<file path="config.mk">
export PLATFORM = sky130hd
export DESIGN_NAME = scdpd_clock_control
export DESIGN_NICKNAME = d
export VERILOG_FILES = /design/src/hw/scdpd_clock_control.v /design/src/hw/scdpd_divider.v
export VERILOG_INCLUDE_DIRS = /design/src /design/src/hw
export SDC_FILE = /design/constraint.sdc
export NUM_CORES = 1
export LEC_CHECK = 0
export ABC_AREA = 0
export BUFFER_PORTS_ARGS = -buffer_cell sky130_fd_sc_hd__buf_2
export CAP_MARGIN = 25
export CORE_MARGIN = 10
export CORE_UTILIZATION = 27
export CTS_CLUSTER_SIZE = 24
export DETAILED_ROUTE_END_ITERATION = 10
export HOLD_SLACK_MARGIN = 0.12
export MAX_ROUTING_LAYER = met4
export PLACE_DENSITY_LB_ADDON = 0.15
export SLEW_MARGIN = 5
export SYNTH_ARGS = -nofsm -noshare
export SYNTH_HDL_FRONTEND = slang
export SYNTH_SLANG_ARGS = --single-unit
</file>
<file path="constraint.sdc">
create_clock -name clk_sys -period 1.35 [get_ports clk_sys]
set_input_delay 0.27 -clock clk_sys [delete_from_list [all_inputs] [get_ports clk_sys]]
set_output_delay 0.27 -clock clk_sys [all_outputs]
set_load 0.005 [all_outputs]
</file>
<file path="src/hw/scdpd_defines.vh">
// Constants for the system clock divider and power-down block.
`ifndef SCDPD_DEFINES_VH
`define SCDPD_DEFINES_VH
// ==========================================================================
// Register map
`define SCDPD_CLKCTL_ADDR 8'hd4
`define SCDPD_STOPARM_ADDR 8'hfb
`define SCDPD_CLKCTL_RESET 8'h00
`define SCDPD_SEL_MSB 4
`define SCDPD_SEL_LSB 3
`define SCDPD_ARM_VALUE 8'ha5
// ==========================================================================
// Divider selection codes
`define SCDPD_SEL_DIV16 2'b00
`define SCDPD_SEL_DIV8 2'b01
`define SCDPD_SEL_DIV2 2'b10
`define SCDPD_SEL_DIV1 2'b11
// ==========================================================================
// Opcodes
`define SCDPD_OP_IDLE 8'h6f
`define SCDPD_OP_STOP 8'h7f
// ==========================================================================
// Power states
`define SCDPD_ST_RUN 2'b00
`define SCDPD_ST_IDLE 2'b01
`define SCDPD_ST_STOP 2'b10
`endif

</file>
<file path="src/hw/scdpd_clock_control.v">
// Clock control: divider register, stop arming and idle/stop power states.
`timescale 1ns/100ps
`include "scdpd_defines.vh"
// Contract
// - Selection bits 4:3 choose /16, /8, /2 or /1 for codes 00, 01, 10, 11.
// - After reset the oscillator runs and the /16 setting is used.
// - The divider control register sits at D4h, is read/write and resets to zero.
// - The low three bits are meaningless and software never writes 101b to them.
// - In Stop mode the oscillator is halted and no internal clock runs.
// - Stop mode is entered only when the arming register holds A5h.
// - Stop mode ends and the oscillator restarts on reset or external interrupt.
// - Leaving Stop mode clears the arming register to zero.
// - Idle gates the CPU clock while interrupt and timer clocks keep running.
// - Idle ends on reset, external interrupt or internal interrupt.
// - The six filtered external interrupt lines are the fixed Stop wake sources.
// - The idle opcode 6Fh enters Idle mode.
// - Waking from Idle keeps the selection field and current divider.
module scdpd_clock_control #(
  parameter WAKE_LINES = 6
) (
  input wire clk_sys,
  input wire rst,
  input wire [7:0] regAddr,
  input wire regWrite,
  input wire regRead,
  input wire [7:0] regWdata,
  output reg [7:0] regRdata,
  input wire opValid,
  input wire [7:0] opCode,
  input wire [WAKE_LINES-1:0] extWake,
  input wire intWake,
  output wire oscRun,
  output wire cpuClkEn,
  output wire periphClkEn,
  output wire inIdle,
  output wire inStop
);
  // ==========================================================================
  // Registers
  reg [7:0] clkCtl_q;
  reg [7:0] stopArm_q;
  reg [1:0] state_q;
  reg [1:0] state_d;
  wire anyExt;
  wire armed;
  wire running;
  wire tick;
  assign anyExt = |extWake;
  assign armed = (stopArm_q == `SCDPD_ARM_VALUE);
  // ==========================================================================
  // Power state machine
  always @* begin
    state_d = state_q;
    case (state_q)
      `SCDPD_ST_RUN: begin
        if (opValid && opCode == `SCDPD_OP_IDLE) begin
          state_d = `SCDPD_ST_IDLE;
        end else if (opValid && opCode == `SCDPD_OP_STOP && armed) begin
          state_d = `SCDPD_ST_STOP;
        end
      end
      `SCDPD_ST_IDLE: begin
        if (anyExt || intWake) begin
          state_d = `SCDPD_ST_RUN;
        end
      end
      `SCDPD_ST_STOP: begin
        if (anyExt) begin
          state_d = `SCDPD_ST_RUN;
        end
      end
      default: state_d = `SCDPD_ST_RUN;
    endcase
  end
  // Only bits 4:3 reach the divider; the rest are stored for read-back only.
  always @(posedge clk_sys) begin
    if (rst) begin
      state_q <= `SCDPD_ST_RUN;
      clkCtl_q <= `SCDPD_CLKCTL_RESET;
      stopArm_q <= 8'h00;
    end else begin
      state_q <= state_d;
      if (regWrite && regAddr == `SCDPD_CLKCTL_ADDR) begin
        clkCtl_q <= regWdata;
      end
      if (state_q == `SCDPD_ST_STOP && state_d == `SCDPD_ST_RUN) begin
        stopArm_q <= 8'h00;
      end else if (regWrite && regAddr == `SCDPD_STOPARM_ADDR) begin
        stopArm_q <= regWdata;
      end
    end
  end
  // ==========================================================================
  // Read port
  always @(posedge clk_sys) begin
    if (rst) begin
      regRdata <= 8'h00;
    end else if (regRead) begin
      case (regAddr)
        `SCDPD_CLKCTL_ADDR: regRdata <= clkCtl_q;
        `SCDPD_STOPARM_ADDR: regRdata <= stopArm_q;
        default: regRdata <= 8'h00;
      endcase
    end
  end
  // ==========================================================================
  // Clock gating
  assign inIdle = (state_q == `SCDPD_ST_IDLE);
  assign inStop = (state_q == `SCDPD_ST_STOP);
  assign oscRun = !inStop;
  assign running = oscRun;
  scdpd_divider u_div (
    .clk_sys(clk_sys),
    .rst(rst),
    .run(running),
    .sel(clkCtl_q[`SCDPD_SEL_MSB:`SCDPD_SEL_LSB]),
    .cpuTick(tick)
  );
  // The prescaler keeps counting in Idle so the divider phase survives the wake.
  // The tick register still holds the last pulse in the first Stop cycle, so it is masked here.
  assign cpuClkEn = tick && !inIdle && !inStop;
  assign periphClkEn = tick && !inStop;
endmodule // scdpd_clock_control

</file>
<file path="src/hw/scdpd_divider.v">
// Prescaler, halted while run is low, producing glitch-free CPU clock enables.
`timescale 1ns/100ps
`include "scdpd_defines.vh"
module scdpd_divider (
  input wire clk_sys,
  input wire rst,
  input wire run,
  input wire [1:0] sel,
  output reg cpuTick
);
  // ==========================================================================
  // Prescaler
  reg [3:0] count_q;
  reg [1:0] selAct_q;
  wire wrap;
  reg hit;
  assign wrap = (count_q == 4'hf);
  always @* begin
    case (selAct_q)
      `SCDPD_SEL_DIV16: hit = wrap;
      `SCDPD_SEL_DIV8: hit = (count_q[2:0] == 3'h7);
      `SCDPD_SEL_DIV2: hit = count_q[0];
      `SCDPD_SEL_DIV1: hit = 1'b1;
      default: hit = wrap;
    endcase
  end
  // A new selection is only adopted at the end of a full /16 period, so no
  // enable period is ever cut short by a change in the middle of it.
  always @(posedge clk_sys) begin
    if (rst) begin
      count_q <= 4'h0;
      selAct_q <= `SCDPD_SEL_DIV16;
      cpuTick <= 1'b0;
    end else if (!run) begin
      cpuTick <= 1'b0;
    end else begin
      count_q <= count_q + 4'h1;
      cpuTick <= hit;
      if (wrap) begin
        selAct_q <= sel;
      end
    end
  end
endmodule // scdpd_divider

</file>
; ---- After elaboration in Yosys (flattened, before gate mapping)
; Index checks and enable logic that the tools add are counted.
; W data, S select, Z words.
[op_classes]
n_reduce_logical = 19
n_eq_ne = 12
addsub = 1
mux = 7
bitwise_logic = 1
[ops]
columns = cell, n
row1 = $eq A8 B8 Y1 const B, 3
row2 = $eq A8 B7 Y1 const B, 2
row3 = $pmux W8 S2, 1
row4 = $logic_and A1 B1 Y1, 9
row5 = $mux W2, 4
row6 = $eq A2 B2 Y1 const B, 3
row7 = $logic_not A2 Y1, 3
row8 = $pmux W2 S3, 1
row9 = $reduce_or A6 Y1, 1
row10 = $add A4 B1 Y4 const B, 1
row11 = $eq A2 B1 Y1 const B, 2
row12 = $eq A4 B4 Y1 const B, 1
row13 = $pmux W1 S4, 1
row14 = $reduce_or A2 Y1, 2
row15 = $eq A3 B3 Y1 const B, 1
row16 = $logic_not A1 Y1, 2
row17 = $reduce_and A2 Y1, 1
row18 = $logic_or A1 B1 Y1, 1
row19 = $not A1 Y1, 1
[totals]
output_inout_bits = 13
register_bits = 33
in_bits = 36

; ---- Depth between registers and ports, before layout
[depth]
depth_word = 9
depth_mapped = 5
ltp_nobuf = 5

; ---- Cells and area by module
; From an unflattened synthesis, not the netlist that was laid out.
[unflattened]
cells_unflattened = 188
hier_area_um2 = 1710.4
[by_module_without_submodules]
columns = module, seq_area_each_um2, area_each_um2, n_inst, cells_each
row1 = scdpd_clock_control, 520.5, 1361.3, 1, 155
row2 = scdpd_divider, 140.1, 349.1, 1, 33

; ---- Least setup slack after synthesis
; OpenSTA, ideal clock, no wires.
[synth_timing]
path_type = input -> register
startpoint = in regAddr[0]
endpoint = reg clkCtl_q[0]
setup_ns = 0.133
path_slack_ns = -0.010
t_arrival_ns = 1.227
cell_stages = 4
required_time_ns = 1.217
cell_sequence = or4b_1 buf_6 o31ai_2 a21oi_1
[synth_via]
elab_chain_len = 2
[synth_rtl]
columns = item, line_no
row1 = start: declaration, scdpd_clock_control.v:23  ; input wire [7:0] regAddr,
row2 = $eq A8 B8 Y1, n/a
row3 = $logic_and A1 B1 Y1 (no line), n/a
row4 = end signal: assignment, scdpd_clock_control.v:79  ; clkCtl_q <= `SCDPD_CLKCTL_RESET;
row5 = end signal: assignment, scdpd_clock_control.v:84  ; clkCtl_q <= regWdata;
row6 = end: declaration, scdpd_clock_control.v:40  ; reg [7:0] clkCtl_q;
; Every way passes these cells.
; A chain may end at the register's enable or synchronous reset.

; ---- Worst setup path in the final report
[layout_timing]
startpoint = reg state_q[0]
endpoint = out cpuClkEn
[layout_via]
elab_chain_len = 4
elab_cells_between_ends = 6
classes_between = eq/ne: 2 / reduce/logical: 4
[layout_rtl]
columns = item, line_no
row1 = start: declaration, scdpd_clock_control.v:42  ; reg [1:0] state_q;
row2 = start signal: assignment, scdpd_clock_control.v:78  ; state_q <= `SCDPD_ST_RUN;
row3 = start signal: assignment, scdpd_clock_control.v:82  ; state_q <= state_d;
row4 = $eq A2 B1 Y1, n/a
row5 = $logic_not A1 Y1, scdpd_clock_control.v:121  ; assign cpuClkEn = tick && !inIdle && !inStop;
row6 = $logic_and A1 B1 Y1, scdpd_clock_control.v:121
row7 = $logic_and A1 B1 Y1 (*), scdpd_clock_control.v:121
row8 = end: declaration, scdpd_clock_control.v:33  ; output wire cpuClkEn,
; Mark *: on every way between the ends. The rest lies on a longest branch, timed or not.

==> flow_summary.json <==
{
  "cts_root_buffer": "clkbuf_8",
  "numCtsBuffers": 5,
  "die_area_um2": 9780,
  "clk_path_buf_depth": 2,
  "wl_per_cell_um": 15.3,
  "max_freq_mhz": 727,
  "synth_top_area_cell": "dfxtp_1",
  "hold_violations": 0,
  "grt-ovfl-total": 0,
  "synth-xor-area-share_pct": 0.521,
  "vdd_drop_max_mv": 0.296,
  "syn_avg_cell_area_um2": 8.89,
  "synth_area_leaders": "dfxtp_1, nand4_1, nand3_1, o31ai_2, a211oi_1",
  "io-pin-count": 49,
  "final_cells": 320,
  "grt_first_pass_wirelength_um": 8150,
  "die_h_um": 98.9,
  "grt_max_degree": 28,
  "status": "finished, violations left",
  "startpoint_type": "flop",
  "area_growth_pct": 33.7,
  "comb_power_share_pct": 11.5,
  "die_w_um": 98.9,
  "place.gp.congestion": 0.772,
  "clk_pin_slew_ns": 0.07,
  "cp_slowest_stage_delay_ns": 0.32,
  "htree_levels": 2,
  "clock_sinks": 33,
  "dr.pass1.iters": 4,
  "clk_latency_ns": 0.28,
  "path_class": "flop to output port",
  "p_total_uw": 1950,
  "netlist_area_um2": 1680,
  "tightest_slew_ns": 0.383,
  "vias": 1630,
  "critical_path_arrival_ns": 1.11,
  "p_leak_uw": 0.000831,
  "period_share_pct": 102,
  "min-delay-path-class": "primary input to flop",
  "via_per_inst": 5.09,
  "antenna_found_initial": 0,
  "port_buffers": 48,
  "met3WireLength_um": 241,
  "nets": 282,
  "rows": 28,
  "crit_path_end_kind": "output port",
  "relSlewSlack_pct": 74.5,
  "p_int_uw": 1450,
  "synthSimpleGateAreaFrac_pct": 25.9,
  "routed.top_layer": "met4",
  "synth_top_family_by_area": "compound AO/OA/AOI/OAI gates",
  "switching_share_pct": 25.3,
  "worst_slack_ns": -0.0253,
  "met2WireLength_um": 2250,
  "p_switching_uw": 492,
  "path_cells": "nand2b_4 -> and2_4 -> nor2b_4 -> buf_2",
  "powerDensity_nw_per_um2": 867,
  "hold_buffers": 0,
  "drc": 0,
  "dpl.cell_count": 308,
  "crit_buf_inv": 1,
  "cap_violations": 0,
  "ys_seq_area_share_pct": 39.3,
  "finClkSkew_ns": 0.00444,
  "ant_nets": 0,
  "critPathSlowestCell": "dfxtp_2",
  "setup_viol": 1,
  "muxShareOfSynthArea_pct": 0,
  "p_clk_share_pct": 36.8,
  "first_iter_violations": 44,
  "fin_tns_setup_ns": -0.0253,
  "grt_pass1_vias": 1626,
  "cts_tree": "built",
  "rsz0062_at_grt": "yes",
  "ys_ff_latch": 33,
  "cp_max_fo": 3,
  "syn-num-nets": 227,
  "initial_core_util_pct": 28.0,
  "drive_above_1_share_pct": 38.4,
  "core-area_um2": 5990,
  "yosys-top-cells-count": "dfxtp_1, nand3_1, nand4_1",
  "yosysTopAreaCellShare_pct": 39.3,
  "required_ns": 1.08,
  "critPathTopFamily": "simple AND/OR/NAND/NOR gates",
  "async_flop_share_pct": 0,
  "synth.most_common_cell": "dfxtp_1",
  "power_frac_seq_pct": 51.7,
  "grtUsageTotal_pct": 10.3,
  "wl_met1_um": 2320,
  "violations": "setup timing",
  "synth_compound_area_share_pct": 26.9,
  "hold_ws_ns": 0.254,
  "n_antenna_cell": 0,
  "synthCells": 189,
  "yosys.area_share.adder_pct": 1.49,
  "ys.flop_type": "dfxtp_1",
  "postLayoutCoreUtil_pct": 37.5,
  "fin_crit_ns": 1.38,
  "dp_hpwl_um": 3820,
  "synth_cell_types": 38,
  "wl_um": 4890,
  "n_fill_cell": 626,
  "drv_slew": 0,
  "ys.warnings.count": 0,
  "synth-edff-count": 0
}
## cell usage in the layout, fill, tap and decap left out, types with 4 or more instances in the layout
master and instances:
a211oi_1 9, a21oi_1 12, a31oi_1 8, buf_12 4
buf_2 48, buf_4 15, clkbuf_8 5, dfxtp_1 32
nand2_1 7, nand3_1 20, nand4_1 18, nor2_1 4
o21ai_0 4, o21bai_1 8, o31ai_1 8, o31ai_2 8
## power by group through the flow
stage	sequential, uW	combinational [uW]	clock [uW]
5_1_grt	1010	250	784
3_5_place_dp	1030	224	0
2_1_floorplan	1030	103	0
4_1_cts	1010	225	746
3_3_place_gp	1030	225	0
6_report	1010	225	716
## registers in the layout, summed over array words and instances (netlist names)
register        cells
u_div.cpuTick       1
u_div.count_q       4
clkCtl_q            8
u_div.selAct_q      2
stopArm_q           8
regRdata            8
state_q             2
## worst paths after layout
check / cells past startpoint / slack, ns / startpoint / endpoint
setup / recovery: 4 / -0.03 / state_q[0]$_SDFF_PP0_ / cpuClkEn
hold / removal: 3 / 0.25 / regWdata[1] / clkCtl_q[1]$_SDFFE_PP0P_
setup reg to reg: 6 / 0.05 / state_q[0]$_SDFF_PP0_ / u_div.count_q[3]$_SDFFE_PP0N_
hold reg to reg: 2 / 0.48 / clkCtl_q[5]$_SDFFE_PP0P_ / clkCtl_q[5]$_SDFFE_PP0P_
## worst register-to-register path: stages, from the launching register on
cell and delay (ns):
dfxtp_2 0.33, nand2b_4 0.12, buf_4 0.12, inv_4 0.03, buf_4 0.14, or3_1 0.36
a21oi_2 0.13
## cell families after synthesis
kind of cell	count (synthesis)
simple gates	70
flops	33
fa+ha+maj	2
buf+inv	21
compound gates	62
xor+xnor	1
## area by class of cell
| type | count | area (um^2) | area share (%) |
|---|---|---|---|
| clock buffer | 6 | 72.6 | 3.23 |
| clock inverter | 2 | 10.0 | 0.445 |
| inverter | 2 | 10.0 | 0.445 |
| multi-input combinational | 135 | 966 | 43.0 |
| sequential | 33 | 662 | 29.5 |
| tap | 75 | 93.8 | 4.18 |
| timing repair buffer | 67 | 433 | 19.3 |
## routing by layer
layer,vias up,track usage (%)
met1,736,12.5
met5,-,-
met4,0,3.97
met2,42,15.7
met3,5,3.21
li1,847,-
## metrics by stage
stage	setup slack (ns)	area (um^2)
2_1_floorplan	0.00599	1680
3_3_place_gp	-0.0906	2090
3_5_place_dp	-0.109	2090
4_1_cts	-0.0463	2220
5_1_grt	-0.0782	2250
6_report	-0.0253	2250
## what timing repair did
item | CTS | global route
pin swaps | 1 | 0
setup endpoints to repair | 12 | 12
gates resized for setup | 6 | 7
setup buffers | 4 | 0
No activity file was read; power rests on OpenSTA's default activity.
